## src/pkg/rxsb_defines.svh

```systemverilog
// constants of the receive segmented user bus block
// assumes a single 20 MHz clock and an async active-low reset
//
// Operation
// - each segment carries 128 data bits that mean something only while its enable is high.
// - a segment's enable qualifies all its other signals, which the consumer ignores otherwise.
// - the first flag is 1 on the first transfer of a packet and only counts with enable.
// - there are four independent segments, each with data, enable and first flag.
// - pll lock in and pll reset out are 3 bits for ten lanes, 1 bit for four, selected pll only.
// - the last flag is 1 on the final transfer of a packet and only counts with enable.
// - the error flag is 1 for a packet in error, 0 otherwise, and counts with enable and last.
// - the 4-bit empty count holds unused bytes of the last transfer, low 3 bits 000 on error.
`ifndef RXSB_DEFINES_SVH
`define RXSB_DEFINES_SVH

// ****************************************
// bus shape
// ****************************************
`define RXSB_SEG_COUNT 4
`define RXSB_DATA_W 128
`define RXSB_EMPTY_W 4
`define RXSB_ERR_EMPTY_LOW 3'h0
`define RXSB_FILL_W 3

// ****************************************
// pll port widths per lane mode
// ****************************************
`define RXSB_CLK_W_TEN 10
`define RXSB_CLK_W_FOUR 4
`define RXSB_LOCK_W_TEN 3
`define RXSB_LOCK_W_FOUR 1

// ****************************************
// timing
// ****************************************
`define RXSB_CLK_MHZ 20
`define RXSB_RST_HOLD_NS 1000
`define RXSB_RST_HOLD_CYC ((`RXSB_RST_HOLD_NS * `RXSB_CLK_MHZ + 999) / 1000)
`define RXSB_HOLD_CNT_W 8

`endif

```

## src/pkg/rxsb_pkg.sv

```systemverilog
// types of the receive segmented user bus block
// assumes rxsb_defines.svh is on the include path
`include "rxsb_defines.svh"

package rxsb_pkg;

  typedef logic [`RXSB_DATA_W-1:0] rxsb_data_t;
  typedef logic [`RXSB_EMPTY_W-1:0] rxsb_empty_t;
  typedef logic [`RXSB_LOCK_W_TEN-1:0] rxsb_lock_t;

  // one 16-byte transfer with its packet marks
  typedef struct packed {
    rxsb_data_t data;
    logic first;
    logic last;
    logic error;
    rxsb_empty_t empty;
  } rxsb_chunk_t;

  // registered state of one output segment
  typedef struct packed {
    logic ena;
    rxsb_chunk_t chunk;
  } rxsb_seg_state_t;

  // pll reset sequencer, one-hot
  typedef enum logic [2:0] {
    RXSB_PR_HOLD = 3'h1,
    RXSB_PR_WAIT = 3'h2,
    RXSB_PR_RUN = 3'h4
  } rxsb_pll_state_t;

  typedef struct packed {
    rxsb_pll_state_t pst;
    logic [`RXSB_HOLD_CNT_W-1:0] hold_cnt;
    rxsb_lock_t lock_a_s1;
    rxsb_lock_t lock_a_s2;
    rxsb_lock_t lock_b_s1;
    rxsb_lock_t lock_b_s2;
    rxsb_lock_t rst_a;
    rxsb_lock_t rst_b;
    logic ready;
    logic [`RXSB_FILL_W-1:0] cnt;
    rxsb_chunk_t [`RXSB_SEG_COUNT-1:0] slots;
  } rxsb_top_state_t;

endpackage

```

## src/pkg/rxsb_seg_if.sv

```systemverilog
// carrier between the packer and one segment output stage
// assumes rxsb_pkg is compiled first
`timescale 1ns/1ps
`default_nettype none

interface rxsb_seg_if;
  logic ena;
  rxsb_pkg::rxsb_chunk_t chunk;
  modport src (output ena, output chunk);
  modport dst (input ena, input chunk);
endinterface

`default_nettype wire

```

## src/rtl/rxsb_seg_format.sv

```systemverilog
// one output segment: registers and cleans a transfer for the user bus
// assumes link signals come from logic on the same clock
`timescale 1ns/1ps
`default_nettype none
`include "rxsb_defines.svh"

module rxsb_seg_format (
  // clock and reset
  input wire logic clock,
  input wire logic resetn,
  // from the packer
  rxsb_seg_if.dst link,
  // segment outputs
  output logic ena,
  output rxsb_pkg::rxsb_data_t data,
  output logic first,
  output logic last,
  output logic error,
  output rxsb_pkg::rxsb_empty_t empty
);
  import rxsb_pkg::*;

  rxsb_seg_state_t r;
  rxsb_seg_state_t nxt;

  // flags forced low off-enable so a careless consumer never sees stale marks
  always_comb begin
    nxt = r;
    nxt.ena = link.ena;
    nxt.chunk.data = link.ena ? link.chunk.data : '0;
    nxt.chunk.first = link.ena & link.chunk.first;
    nxt.chunk.last = link.ena & link.chunk.last;
    nxt.chunk.error = link.ena & link.chunk.last & link.chunk.error;
    nxt.chunk.empty = '0;
    if (link.ena && link.chunk.last) begin
      if (link.chunk.error) begin
        nxt.chunk.empty = {link.chunk.empty[`RXSB_EMPTY_W-1], `RXSB_ERR_EMPTY_LOW};
      end else begin
        nxt.chunk.empty = link.chunk.empty;
      end
    end
  end

  // state register
  always_ff @(posedge clock or negedge resetn) begin
    if (!resetn) begin
      r <= '0;
    end else begin
      r <= nxt;
    end
  end

  assign ena = r.ena;
  assign data = r.chunk.data;
  assign first = r.chunk.first;
  assign last = r.chunk.last;
  assign error = r.chunk.error;
  assign empty = r.chunk.empty;
endmodule

`default_nettype wire

```

## src/rtl/rxsb_rx_bus.sv

```systemverilog
// receive segmented user bus: packs received transfers onto four segments
// assumes the transfer stream comes from mac logic on this clock; pll lock pins are async
`timescale 1ns/1ps
`default_nettype none
`include "rxsb_defines.svh"

module rxsb_rx_bus #(
  parameter bit TEN_LANE = 1'b1,
  parameter bit PLL_SEL = 1'b0,
  localparam int CLK_W = TEN_LANE ? `RXSB_CLK_W_TEN : `RXSB_CLK_W_FOUR,
  localparam int LOCK_W = TEN_LANE ? `RXSB_LOCK_W_TEN : `RXSB_LOCK_W_FOUR
) (
  // clock and reset
  input wire logic clock,
  input wire logic resetn,
  // received transfers from the mac
  input wire logic in_valid,
  input wire rxsb_pkg::rxsb_data_t in_data,
  input wire logic in_first,
  input wire logic in_last,
  input wire logic in_error,
  input wire rxsb_pkg::rxsb_empty_t in_empty,
  // transceiver pll clocks from shared logic
  input wire logic [CLK_W-1:0] pll_a_clock_input,
  input wire logic [CLK_W-1:0] pll_a_reference_clock_input,
  input wire logic [CLK_W-1:0] pll_b_clock_input,
  input wire logic [CLK_W-1:0] pll_b_reference_clock_input,
  // transceiver pll lock and reset
  input wire logic [LOCK_W-1:0] pll_a_lock_input,
  input wire logic [LOCK_W-1:0] pll_b_lock_input,
  output logic [LOCK_W-1:0] pll_a_reset_output,
  output logic [LOCK_W-1:0] pll_b_reset_output,
  // status
  output logic rx_link_ready,
  // segmented user bus
  output wire rxsb_pkg::rxsb_data_t [`RXSB_SEG_COUNT-1:0] rx_segment_data,
  output wire logic [`RXSB_SEG_COUNT-1:0] rx_segment_valid_enable,
  output wire logic [`RXSB_SEG_COUNT-1:0] rx_segment_first_flag,
  output wire logic [`RXSB_SEG_COUNT-1:0] rx_segment_last_flag,
  output wire logic [`RXSB_SEG_COUNT-1:0] rx_segment_error_flag,
  output wire rxsb_pkg::rxsb_empty_t [`RXSB_SEG_COUNT-1:0] rx_segment_empty_count
);
  import rxsb_pkg::*;

  // ****************************************
  // constants
  // ****************************************
  localparam int HOLD_CYC = `RXSB_RST_HOLD_CYC;
  localparam logic [`RXSB_HOLD_CNT_W-1:0] HOLD_LAST = `RXSB_HOLD_CNT_W'(HOLD_CYC - 1);
  localparam rxsb_lock_t RST_ON = '1;
  localparam rxsb_lock_t RST_OFF = '0;
  localparam rxsb_top_state_t RST_STATE = '{
    pst: RXSB_PR_HOLD,
    rst_a: PLL_SEL ? RST_OFF : RST_ON,
    rst_b: PLL_SEL ? RST_ON : RST_OFF,
    default: '0
  };

  rxsb_top_state_t r;
  rxsb_top_state_t nxt;
  rxsb_lock_t lock_a_ext;
  rxsb_lock_t lock_b_ext;
  rxsb_lock_t lock_sel;
  rxsb_chunk_t in_chunk;
  rxsb_chunk_t [`RXSB_SEG_COUNT-1:0] view;
  logic [`RXSB_FILL_W-1:0] vcnt;
  logic lock_ok;
  logic accept;
  logic flush;

  // ****************************************
  // lock widening
  // ****************************************

  // absent lock bits read as locked so the one and three bit lock widths share the sync
  always_comb begin
    lock_a_ext = RST_ON;
    lock_b_ext = RST_ON;
    lock_a_ext[LOCK_W-1:0] = pll_a_lock_input;
    lock_b_ext[LOCK_W-1:0] = pll_b_lock_input;
  end

  assign in_chunk = '{data: in_data, first: in_first, last: in_last, error: in_error,
                      empty: in_empty};

  // ****************************************
  // sequencer and packer
  // ****************************************

  // next state: pll reset sequencing, then filling segments low to high
  always_comb begin
    nxt = r;
    nxt.lock_a_s1 = lock_a_ext;
    nxt.lock_a_s2 = r.lock_a_s1;
    nxt.lock_b_s1 = lock_b_ext;
    nxt.lock_b_s2 = r.lock_b_s1;
    lock_sel = PLL_SEL ? r.lock_b_s2 : r.lock_a_s2;
    lock_ok = &lock_sel;
    unique case (r.pst)
      RXSB_PR_HOLD: begin
        if (r.hold_cnt == HOLD_LAST) begin
          nxt.pst = RXSB_PR_WAIT;
          nxt.hold_cnt = '0;
        end else begin
          nxt.hold_cnt = r.hold_cnt + `RXSB_HOLD_CNT_W'(1);
        end
      end
      RXSB_PR_WAIT: begin
        if (lock_ok) begin
          nxt.pst = RXSB_PR_RUN;
        end
      end
      RXSB_PR_RUN: begin
        // lost lock restarts the pll; a packet in flight is cut short
        if (!lock_ok) begin
          nxt.pst = RXSB_PR_HOLD;
        end
      end
      default: begin
        nxt.pst = RXSB_PR_HOLD;
        nxt.hold_cnt = '0;
      end
    endcase
    // only the selected pll sees a reset pulse
    nxt.rst_a = (!PLL_SEL && nxt.pst == RXSB_PR_HOLD) ? RST_ON : RST_OFF;
    nxt.rst_b = (PLL_SEL && nxt.pst == RXSB_PR_HOLD) ? RST_ON : RST_OFF;
    nxt.ready = (nxt.pst == RXSB_PR_RUN);
    // transfers only flow once the pll is up
    accept = in_valid && (r.pst == RXSB_PR_RUN);
    view = r.slots;
    vcnt = r.cnt;
    if (accept) begin
      view[r.cnt[1:0]] = in_chunk;
      vcnt = r.cnt + `RXSB_FILL_W'(1);
    end
    // send when full, or on an idle cycle so nothing waits behind a gap
    flush = (vcnt == `RXSB_FILL_W'(`RXSB_SEG_COUNT)) || (!accept && r.cnt != '0);
    nxt.slots = view;
    nxt.cnt = flush ? '0 : vcnt;
  end

  // state register
  always_ff @(posedge clock or negedge resetn) begin
    if (!resetn) begin
      r <= RST_STATE;
    end else begin
      r <= nxt;
    end
  end

  assign pll_a_reset_output = r.rst_a[LOCK_W-1:0];
  assign pll_b_reset_output = r.rst_b[LOCK_W-1:0];
  assign rx_link_ready = r.ready;

  // ****************************************
  // output segments
  // ****************************************

  // each segment gets its own registered output stage
  for (genvar i = 0; i < `RXSB_SEG_COUNT; i++) begin : g_seg
    rxsb_seg_if sif ();
    assign sif.ena = flush && (`RXSB_FILL_W'(i) < vcnt);
    assign sif.chunk = view[i];
    rxsb_seg_format u_fmt (
      .clock(clock),
      .resetn(resetn),
      .link(sif.dst),
      .ena(rx_segment_valid_enable[i]),
      .data(rx_segment_data[i]),
      .first(rx_segment_first_flag[i]),
      .last(rx_segment_last_flag[i]),
      .error(rx_segment_error_flag[i]),
      .empty(rx_segment_empty_count[i])
    );
  end

  for (genvar k = 0; k < `RXSB_SEG_COUNT - 1; k++) begin : g_order

  end
endmodule

`default_nettype wire

```

## config.mk

```make
export PLATFORM = sky130hd
export DESIGN_NAME = rxsb_rx_bus
export DESIGN_NICKNAME = d
export VERILOG_FILES = /design/src/pkg/rxsb_pkg.sv /design/src/pkg/rxsb_seg_if.sv /design/src/rtl/rxsb_seg_format.sv /design/src/rtl/rxsb_rx_bus.sv
export VERILOG_INCLUDE_DIRS = /design/src /design/src/pkg
export SDC_FILE = /design/constraint.sdc
export NUM_CORES = 1
export LEC_CHECK = 0
export BUFFER_PORTS_ARGS = -buffer_cell sky130_fd_sc_hd__buf_2
export CAP_MARGIN = 5
export CORE_ASPECT_RATIO = 2
export CORE_UTILIZATION = 25
export DETAILED_ROUTE_END_ITERATION = 8
export PLACE_DENSITY_LB_ADDON = 0.3
export SETUP_SLACK_MARGIN = 0.3
export SKIP_CTS_REPAIR_TIMING = 1
export SLEW_MARGIN = 20
export SYNTH_ARGS = -nofsm -noshare
export SYNTH_HDL_FRONTEND = slang
export SYNTH_SLANG_ARGS = --single-unit
```

## constraint.sdc

```tcl
create_clock -name clock -period 5.35 [get_ports clock]
set_input_delay 0.8025 -clock clock [delete_from_list [all_inputs] [get_ports clock]]
set_output_delay 0.8025 -clock clock [all_outputs]
set_load 0.02 [all_outputs]
```

==> summary.md, run 1 <==
| Metric | Value |
|---|---|
| Crit path launch type | `register` |
| Hold Vio Cnt, Final | `0` |
| Yosys top cell by area | `dfrtp_1` |
| Gr usage total | `14.44%` |
| Sum Neg Setup Slack | `0 ns` |
| Die Span Y | `560.2 um` |
| R2R setup slack | `1.95 ns` |
| Peak VDD IR | `0.0002671 V` |
| Number of synthesized flops with an enable pin | `0` |
| Worst rel slew slack | `35.49%` |
| Critical Path RT | `5.95 ns` |
| Gpl congestion | `0.7972` |
| Final Skew | `0.02007 ns` |
| I/O pin count | `735` |
| Final cell utilization of the core | `31.30%` |
| Post-route ant nets | `0` |
| First-pass GRT wire length | `167.8 mm` |
| Slowest stage cell on the critical path | `inv_4` |
| Rows | `204` |
| Critical Path Max Stage Delay | `0.62 ns` |
| Initial antenna violation count | `21` |
| Wire per inst | `21.57 um` |
| Power, Total | `16.40 mW` |
| Top post-synthesis cells by count | `dfrtp_1, mux2_2, nor2b_1` |
| Final-layout fill cell count | `15.42k` |
| Final Worst Setup Slack | `1.951 ns` |
| Worst Setup Slack post-DPL | `1.592 ns` |
| Drt pass-1 iters | `5` |
| Post-DP HPWL | `75.48 mm` |
| RSZ-0062 raised after global routing | `no` |
| Crit Path Class | `register to register` |
| Routed vias | `21.99k` |
| Design Area, Final | `0.04834 sq mm` |
| Area Overhead vs Synth | `24.11%` |
| Max H-tree Level | `3` |
| CTS Sinks | `1106` |
| Die Wd | `281.1 um` |
| Bufs on Longest Clock Path | `3` |
| Hold Slack | `0.04225 ns` |
| Non-Filler Instances | `5297` |
| Layout cells sized above 1 | `45.80%` |
| TritonCTS buffer count | `101` |
| CP arrival | `3.99 ns` |
| Initial DRC count | `746` |
| Yosys warning count | `0` |
| Root buf cell | `clkbuf_16` |
| Number of buffers inserted by port buffering | `688` |
| Pin count of the biggest net entering global routing | `135` |
| Setup-failing EPs final | `0` |
| FMAX | `0.2942 GHz` |
| Synth unique cells | `47` |
| CP most frequent cell | `and2_1` |
| Via-to-Cell Ratio | `4.151` |
| Final min period | `3.399 ns` |
| Seq/Total Area, Yosys | `71.07%` |
| CP Max Fanout | `60` |
| Final global-route overflow total | `0` |
| Mapped Cells | `2461` |
| Asr flop ratio synth | `100.0%` |
| Yosys reg bits | `1106` |
| Synth Area per Inst | `15.83 sq um` |
| Top cells by area, synth | `dfrtp_1, mux2_2, nor2b_1` |
| Leakage | `25.24 nW` |
| Clock Pin Slew Worst Setup and Hold Paths | `0.06 ns` |
| Pwr per Cell Area | `339.4 mW/mm^2` |
| Synth top area share | `70.93%` |
| Critical Path End Type | `register` |
| Max_cap viols | `0` |
| Status | `finished, final reports clean` |
| Mapped Area | `0.03895 sq mm` |
| Residual DRC | `0` |
| Vias in the first global route | `24.01k` |
| Worst-margin pin slew | `0.9676 ns` |
| Die area | `0.1575 sq mm` |
| Post-place instance area | `0.04486 sq mm` |
| Worst path cell trace | `inv_1, ha_1, nand2b_1, or4b_4, and2_1, inv_4, buf_4, and2_1` |
| Detailed Route WL | `114.3 mm` |
| Main synth FF type | `dfrtp_1` |
| Starting Density | `25.22%` |
| Fin crit share | `63.53%` |
| Post-layout nets | `3343` |
| Top-count cell post-synth | `dfrtp_1` |
| Max-slew violation count | `0` |
| Placed cells | `5110` |
| Worst Hold Class | `input pin to async pin` |
| Clk_lat worst skew | `0.67 ns` |
| Core area | `0.1544 sq mm` |
| CTS tree | `yes` |
worst paths after layout:
check / from / to / depth (start not counted)
max reg2reg: r[540] / g_seg[3].u_fmt.data[35] / 8
min: resetn / r[72] / 1
min reg2reg: nxt[557] / lock_sel[1] / 0
min in group clock: pll_a_lock_input[2] / nxt[558] / 1
max: r[540] / g_seg[3].u_fmt.data[35] / 8
max in group asynchronous: resetn / r[267] / 3
cells in the final DEF (no fill, tap or decap), types with 3 or more instances in the layout:
master	n
buf_4	41
conb_1	3
dfrtp_1	1104
diode_2	8
nand2_1	18
buf_2	687
inv_6	6
nand2b_1	5
nor3b_1	124
clkinv_2	6
nor4b_1	4
nor2_1	10
clkbuf_16	104
clkinvlp_4	4
nor3_1	3
a21oi_1	4
nor2b_1	265
clkbuf_1	16
nor3b_2	20
nand2_8	3
clkinv_4	4
ha_1	5
mux2_2	535
clkbuf_8	30
nand3_1	10
o21ai_0	13
mux2i_1	5
xnor2_1	3
inv_1	9
buf_12	16
and2_1	132
bufinv_16	6
report_power, final:
group          total, mW  internal (mW)  leakage, nW  switching (mW)
logic              0.467          0.130         8.14           0.337
registers           8.45           8.41         15.4          0.0367
clock network       7.49           4.27         1.68            3.22
area by class of cell:
type                    instances  area [sq um]  share of cell area, %
inverters                      10         40.04                0.08283
flip-flops and latches       1106         27680                  57.26
diodes                          8         20.02                0.04141
clock inverters                28         355.3                 0.7351
repair buffers                746          4109                  8.500
well taps                    2060          2577                  5.332
clock buffers                 150          3075                  6.362
multi-input cells            1189         10480                  21.69
per-layer routing:
metal | part of all wire (%) | vias up | wire length (um) | GRT usage (%)
met5 | 0.13 | - | 149 | 0
met4 | 3.1 | 24 | 3578 | 5.000
met3 | 11 | 190 | 12280 | 6.375
met1 | 37 | 11430 | 42590 | 15.76
li1 | - | 9556 | - | -
met2 | 49 | 788 | 55680 | 24.61
logic make-up after synthesis:
family          share of synthesized area [%]
flops                                   71.07
simple gates                            10.32
mux                                     15.60
buf+inv                                 2.249
compound gates                         0.5140
fa+ha+maj                              0.1606
xor+xnor                              0.08996
other cells                          0.009628
sequential cells by signal, indices dropped and copies added, names as in the netlist:
name and cells:
rx_link_ready 1, g_seg.u_fmt.last 4, g_seg.u_fmt.empty 16, nxt 3, pll_a_reset_output 1, g_seg.u_fmt.first 4
r 554, lock_sel 3, g_seg.u_fmt.ena 4, g_seg.u_fmt.data 512, g_seg.u_fmt.error 4
critical path: cells and delay by family (launching register included):
kind                       cells  cell delay (ns)
DFF                            1             0.53
adders and majority gates      1             0.38
and+or+nand+nor                4             1.18
buffers and inverters          3             1.16
(Power assumes the default switching activity.)
==> inputs of run 2 (changes only) <==
Settings changed: ABC_AREA set to 1.
Clock period 5.35 ns to 2.8 ns, I/O delays scaled along.
==> run 2 against run 1 <==
Against the previous run:
- utilization up 0.23 points
- largest cell class unchanged
- power grew 91%
- critical path type unchanged
- global-route usage rose by 0.33 points
- first-iteration DRC count is 70% higher
- clock power is 88% higher
- register-to-register slack got worse by 1.5 ns
- hold slack worse by 0.028 ns
- critical path depth up 3
- sequential power rose by 91%
- clock skew up 0.0028 ns
==> summary.md, run 2 <==
| Metric | Value |
|---|---|
| Pin count of the biggest net entering global routing | `101` |
| Synth unique cells | `27` |
| Status | `finished, final reports clean` |
| Footprint of the multi-input gates | `0.007382 sq mm` |
| First-pass GRT wire length | `174.0 mm` |
| CP most frequent cell | `nand2_1` |
| Non-Filler Instances | `6614` |
| Clock Pin Slew Worst Setup and Hold Paths | `0.07 ns` |
| RSZ-0062 raised after global routing | `no` |
| Critical Path RT | `3.38 ns` |
| I/O pin count | `735` |
| Global-route track usage on met1 | `16.91%` |
| CP arrival | `2.94 ns` |
| Critical path origin | `r[540]` |
| Cell count along the critical path | `11` |
| Clk_lat worst skew | `0.68 ns` |
| Worst Hold Class | `input pin to register` |
| Final min period | `2.361 ns` |
| Register area | `0.02768 sq mm` |
| Top post-synthesis cells by count | `dfrtp_1, inv_1, nand2_1` |
| Final global-route overflow total | `0` |
| Rows | `204` |
| Reg with most FFs | `r` |
| CTS Sinks | `1106` |
| Post-route ant nets | `0` |
| Hold Vio Cnt, Final | `0` |
| Wire per inst | `17.57 um` |
| R2r worst-path depth | `11` |
| Cell family with most CP delay | `simple AND/OR/NAND/NOR gates` |
| Crit Path Class | `register to register` |
| Power, Total | `31.27 mW` |
| Via-to-Cell Ratio | `4.009` |
| Starting Density | `25.15%` |
| Placed cells | `6413` |
| Yosys top cell by area | `dfrtp_1` |
| Gpl congestion | `0.7957` |
| Leakage | `28.97 nW` |
| Critical Path End Type | `register` |
| R2R setup slack | `0.44 ns` |
| Mapped Cells | `3742` |
| M2 GR Usage | `25.94%` |
| Crit path launch type | `register` |
| Vias in the first global route | `27.09k` |
| Residual DRC | `0` |
| Reg-to-Reg End | `g_seg[2].u_fmt.data[51]` |
| Slowest stage cell on the critical path | `dfrtp_1` |
| Yosys reg bits | `1106` |
| Peak VDD IR | `0.0005457 V` |
| Initial DRC count | `1271` |
| Die Wd | `280.7 um` |
| Core area | `0.1544 sq mm` |
| Met3 usage in global routing | `4.182%` |
| Commonest non-fill, non-tap cell in the layout | `dfrtp_1` |
| Initial antenna violation count | `13` |
| CTS tree | `yes` |
| Layout cells sized above 1 | `21.84%` |
| TritonCTS buffer count | `100` |
| Worst-margin pin slew | `0.7968 ns` |
| FMAX | `0.4235 GHz` |
| Grt peak-use layer | `met2` |
| Routed vias | `26.52k` |
| Sum Neg Setup Slack | `0 ns` |
| Number of synthesized flops with an enable pin | `0` |
| Detailed Route WL | `116.2 mm` |
| Worst path cell trace | `ha_1, nand2_1, inv_1, nand3_4, nand2_1, nand2_1, nand3_2, nand2_2, nand2_4, buf_16, nor2_1` |
| Fin crit share | `84.33%` |
| Gr usage total | `14.77%` |
| Max H-tree Level | `3` |
| Worst rel slew slack | `46.32%` |
| Top-count cell post-synth | `dfrtp_1` |
| Asr flop ratio synth | `100.0%` |
| Synth top area share | `71.12%` |
| Number of flip-flops in the largest register | `554` |
| Post-layout nets | `4663` |
| Max-slew violation count | `0` |
| CP Max Fanout | `68` |
| Most frequent cells in the layout | `dfrtp_1, inv_1, buf_2` |
| Die area | `0.1570 sq mm` |
| Critical Path Max Stage Delay | `0.41 ns` |
| Worst path bufs/invs | `2` |
| Final-layout fill cell count | `16.00k` |
| Die Span Y | `559.4 um` |
| Final Skew | `0.02284 ns` |
| Mapped Area | `0.03884 sq mm` |
| Post-DP HPWL | `82.24 mm` |
| Pwr per Cell Area | `642.0 mW/mm^2` |
| Root buf cell | `clkbuf_16` |
| Synth Area per Inst | `10.38 sq um` |
| Bufs on Longest Clock Path | `3` |
| Yosys warning count | `0` |
| Setup-failing EPs final | `0` |
| Seq/Total Area, Yosys | `71.26%` |
| Max_cap viols | `0` |
| End of the critical path | `g_seg[2].u_fmt.data[51]` |
| Number of buffers inserted by port buffering | `688` |
| Top cells by area, synth | `dfrtp_1, o21ai_0, inv_1` |
| Area Overhead vs Synth | `25.37%` |
| Reg-to-reg startpoint | `r[540]` |
| Drt pass-1 iters | `6` |
| Main synth FF type | `dfrtp_1` |
## run 2: cell families (layout without fill, tap and decap cells)
family / Yosys count / in the layout / share of synthesized area, %
other: 1 / 6 / 0.009654
xor gates and xnor gates: 1 / 1 / 0.02255
buffers and inverters: 903 / 1710 / 9.892
AOI/OAI and AO/OA: 549 / 549 / 7.087
and+or+nand+nor: 1177 / 1177 / 11.57
adders and majority gates: 5 / 5 / 0.1611
DFF: 1106 / 1106 / 71.26
## run 2: worst min-delay path by stage
stage / start / to / cells past startpoint
after detailed placement: nxt[558] / lock_sel[2] / 0
final: in_data[33] / r[445] / 3
after CTS: resetn / r[405] / 1
after global placement: nxt[558] / lock_sel[2] / 0
after global routing: in_data[58] / r[470] / 3
after floorplan: resetn / g_seg[0].u_fmt.data[0] / 0
## run 2: final cells by class
| cell class | count | area share [%] |
|---|---|---|
| diodes | 3 | 0.01542 |
| clock inverters | 40 | 0.9764 |
| clock buffers | 139 | 5.938 |
| inverters | 707 | 5.475 |
| repair buffers | 824 | 10.30 |
| well taps | 2060 | 5.293 |
| multi-input cells | 1735 | 15.16 |
| flip-flops and latches | 1106 | 56.84 |
## run 2: worst min-delay path, stage by stage
cell and delay [ns]:
buf_2 0.09, nand2_1 0.05, o21ai_0 0.09
## run 2: routing by layer
metal | part of all wire, % | routed length, um | up-vias
li1 | - | - | 12540
met1 | 39 | 45740 | 13020
met2 | 50 | 58440 | 788
met3 | 7.2 | 8322 | 167
met4 | 3.1 | 3658 | 8
met5 | 0.031 | 36 | -
## run 2: report_power, final
group / leakage [nW] / switching (mW) / total [mW] / internal (mW)
registers: 15.3 / 0.0481 / 16.1 / 16.1
logic: 12.0 / 0.738 / 0.988 / 0.250
clock network: 1.65 / 6.17 / 14.1 / 7.98
## run 2: through the flow
step | util, % | hold WS [ns] | setup WS, ns | cell area [sq um]
after detailed placement | 29.21 | 0.3362 | 0.3461 | 45110
after global routing | 31.53 | 0.001627 | 0.3054 | 48690
after floorplan | - | 0.1244 | 1.051 | 38850
final | 31.53 | 0.01400 | 0.4387 | 48700
after global placement | 29.21 | 0.3332 | 0.3489 | 45110
after CTS | 31.39 | -0.2608 | 0.3292 | 48480
==> inputs of run 3 (changes only) <==
Clock period 2.8 ns to 1.9 ns, I/O delays scaled along.
==> run 3 against run 2 <==
Against the previous run:
- the flow now finishes with violations (setup timing)
- largest cell class unchanged
- highest routed layer unchanged
- maximum frequency up 15%
- register-to-register slack worse by 0.59 ns
- count of clock-buffer cells in the layout up 6
- utilization up 2.4 points
- flip-flop and latch count unchanged
- clock skew up 0.0021 ns
- die area unchanged
==> summary.md, run 3 (synthesis results as in run 2) <==
| Metric | Value |
|---|---|
| Status | `finished, violations left` |
| Failing checks | `setup timing` |
| First-pass GRT wire length | `179.3 mm` |
| Most frequent cells in the layout | `dfrtp_1, inv_1, buf_2` |
| R2r worst-path depth | `10` |
| Final cell utilization of the core | `33.96%` |
| TritonCTS buffer count | `101` |
| Gpl congestion | `0.8159` |
| CTS Sinks | `1106` |
| Clock Pin Slew Worst Setup and Hold Paths | `0.07 ns` |
| Peak VDD IR | `0.0008097 V` |
| Post-layout nets | `4882` |
| M2 GR Usage | `27.07%` |
| Fin crit share | `108.0%` |
| Number of flip-flops in the largest register | `554` |
| I/O pin count | `735` |
| Post-DP HPWL | `87.92 mm` |
| CP Max Fanout | `22` |
| R2R setup slack | `-0.15 ns` |
| Residual DRC | `0` |
| Final Skew | `0.02497 ns` |
| Root buf cell | `clkbuf_16` |
| Met3 usage in global routing | `4.607%` |
| Gr usage total | `15.33%` |
| Crit path launch type | `register` |
| Commonest non-fill, non-tap cell in the layout | `dfrtp_1` |
| Final global-route overflow total | `0` |
| Vias in the first global route | `27.79k` |
| Die area | `0.1570 sq mm` |
| Die Wd | `280.7 um` |
| Worst rel slew slack | `40.63%` |
| Drt pass-1 iters | `6` |
| CP arrival | `2.60 ns` |
| RSZ-0062 raised after global routing | `yes` |
| Final min period | `2.052 ns` |
| CTS tree | `yes` |
| Max-slew violation count | `0` |
| Rows | `204` |
| Pin count of the biggest net entering global routing | `144` |
| Layout cells sized above 1 | `27.15%` |
| Final Worst Setup Slack | `-0.1520 ns` |
| Setup-failing EPs final | `625` |
| Hold Vio Cnt, Final | `0` |
| Bufs on Longest Clock Path | `3` |
| Number of buffers inserted by port buffering | `688` |
| Routed vias | `27.69k` |
| Hold depth | `5` |
| Worst Setup Slack post-DPL | `-0.1509 ns` |
| Initial antenna violation count | `13` |
| Core area | `0.1544 sq mm` |
| Initial DRC count | `1517` |
| Starting Density | `25.15%` |
| Max_cap viols | `0` |
| Reg with most FFs | `r` |
| Global-route track usage on met1 | `17.30%` |
| Post-route ant nets | `0` |
| Max H-tree Level | `3` |
| Wire per inst | `19.12 um` |
| Pwr per Cell Area | `890.4 mW/mm^2` |
| Via-to-Cell Ratio | `4.045` |
| Worst Hold Class | `input pin to register` |
| Critical Path End Type | `register` |
| Detailed Route WL | `130.9 mm` |
| Crit Path Class | `register to register` |
| Die Span Y | `559.4 um` |
| Worst-margin pin slew | `0.8905 ns` |
| Leakage | `30.67 nW` |
| FMAX | `0.4873 GHz` |
| Clk_lat worst skew | `0.69 ns` |
| Critical Path RT | `2.45 ns` |
| Final-layout fill cell count | `15.68k` |
| Area Overhead vs Synth | `35.01%` |
| Grt peak-use layer | `met2` |
[run 3: where the power goes]
part	internal [mW]	leakage (nW)	switching (mW)
registers	23.7	15.3	0.0796
clock network	11.8	1.71	9.43
logic	0.474	13.6	1.17
[run 3: critical path, stage by stage (launching register included)]
cell and delay, ns:
dfrtp_1 0.42, inv_2 0.07, buf_4 0.14, ha_1 0.18, inv_1 0.11, nor2_4 0.06, buf_12 0.13, buf_16 0.15
buf_4 0.19, o21ai_0 0.31, nor2_1 0.09
[run 3: worst paths after layout]
| kind | from | to |
|---|---|---|
| max | r[540] | g_seg[2].u_fmt.data[55] |
| min | in_data[57] | r[334] |
| max reg2reg | r[540] | g_seg[2].u_fmt.data[55] |
| min reg2reg | nxt[556] | lock_sel[0] |
| max in group asynchronous | resetn | g_seg[1].u_fmt.data[118] |
| min in group asynchronous | resetn | g_seg[0].u_fmt.data[15] |
[run 3: cell type report]
type                       count  area [sq um]  area share (%)
clock buffer                 145          2975           5.674
antenna                        5         12.51         0.02386
timing repair buffer        1042          8135           15.51
multi-input combinational   1735          7888           15.04
tap                         2060          2577           4.915
inverter                     707          2674           5.099
clock inverter                45         500.5          0.9544
sequential                  1106         27680           52.78
[run 3: per-stage QoR]
step	power, mW	TNS (ns)	instances	hold slack, ns	cell area (sq um)
floorplan	24.68	0	3744	-0.01059	38950
global placement	25.76	-13.04	6527	0.3361	46500
detailed placement	25.79	-33.91	6527	0.3371	46500
CTS	47.34	-54.57	6717	-0.3930	49970
global route	48.41	-128.24	6844	0.002212	52440
finish	46.69	-25.26	6845	0.01018	52440
[run 3: layer usage]
layer  routed length (um)  vias up
li1                     -    13020
met1                50680    13620
met2                66440      864
met3                 9586      176
met4                 4135       10
met5                   45        -
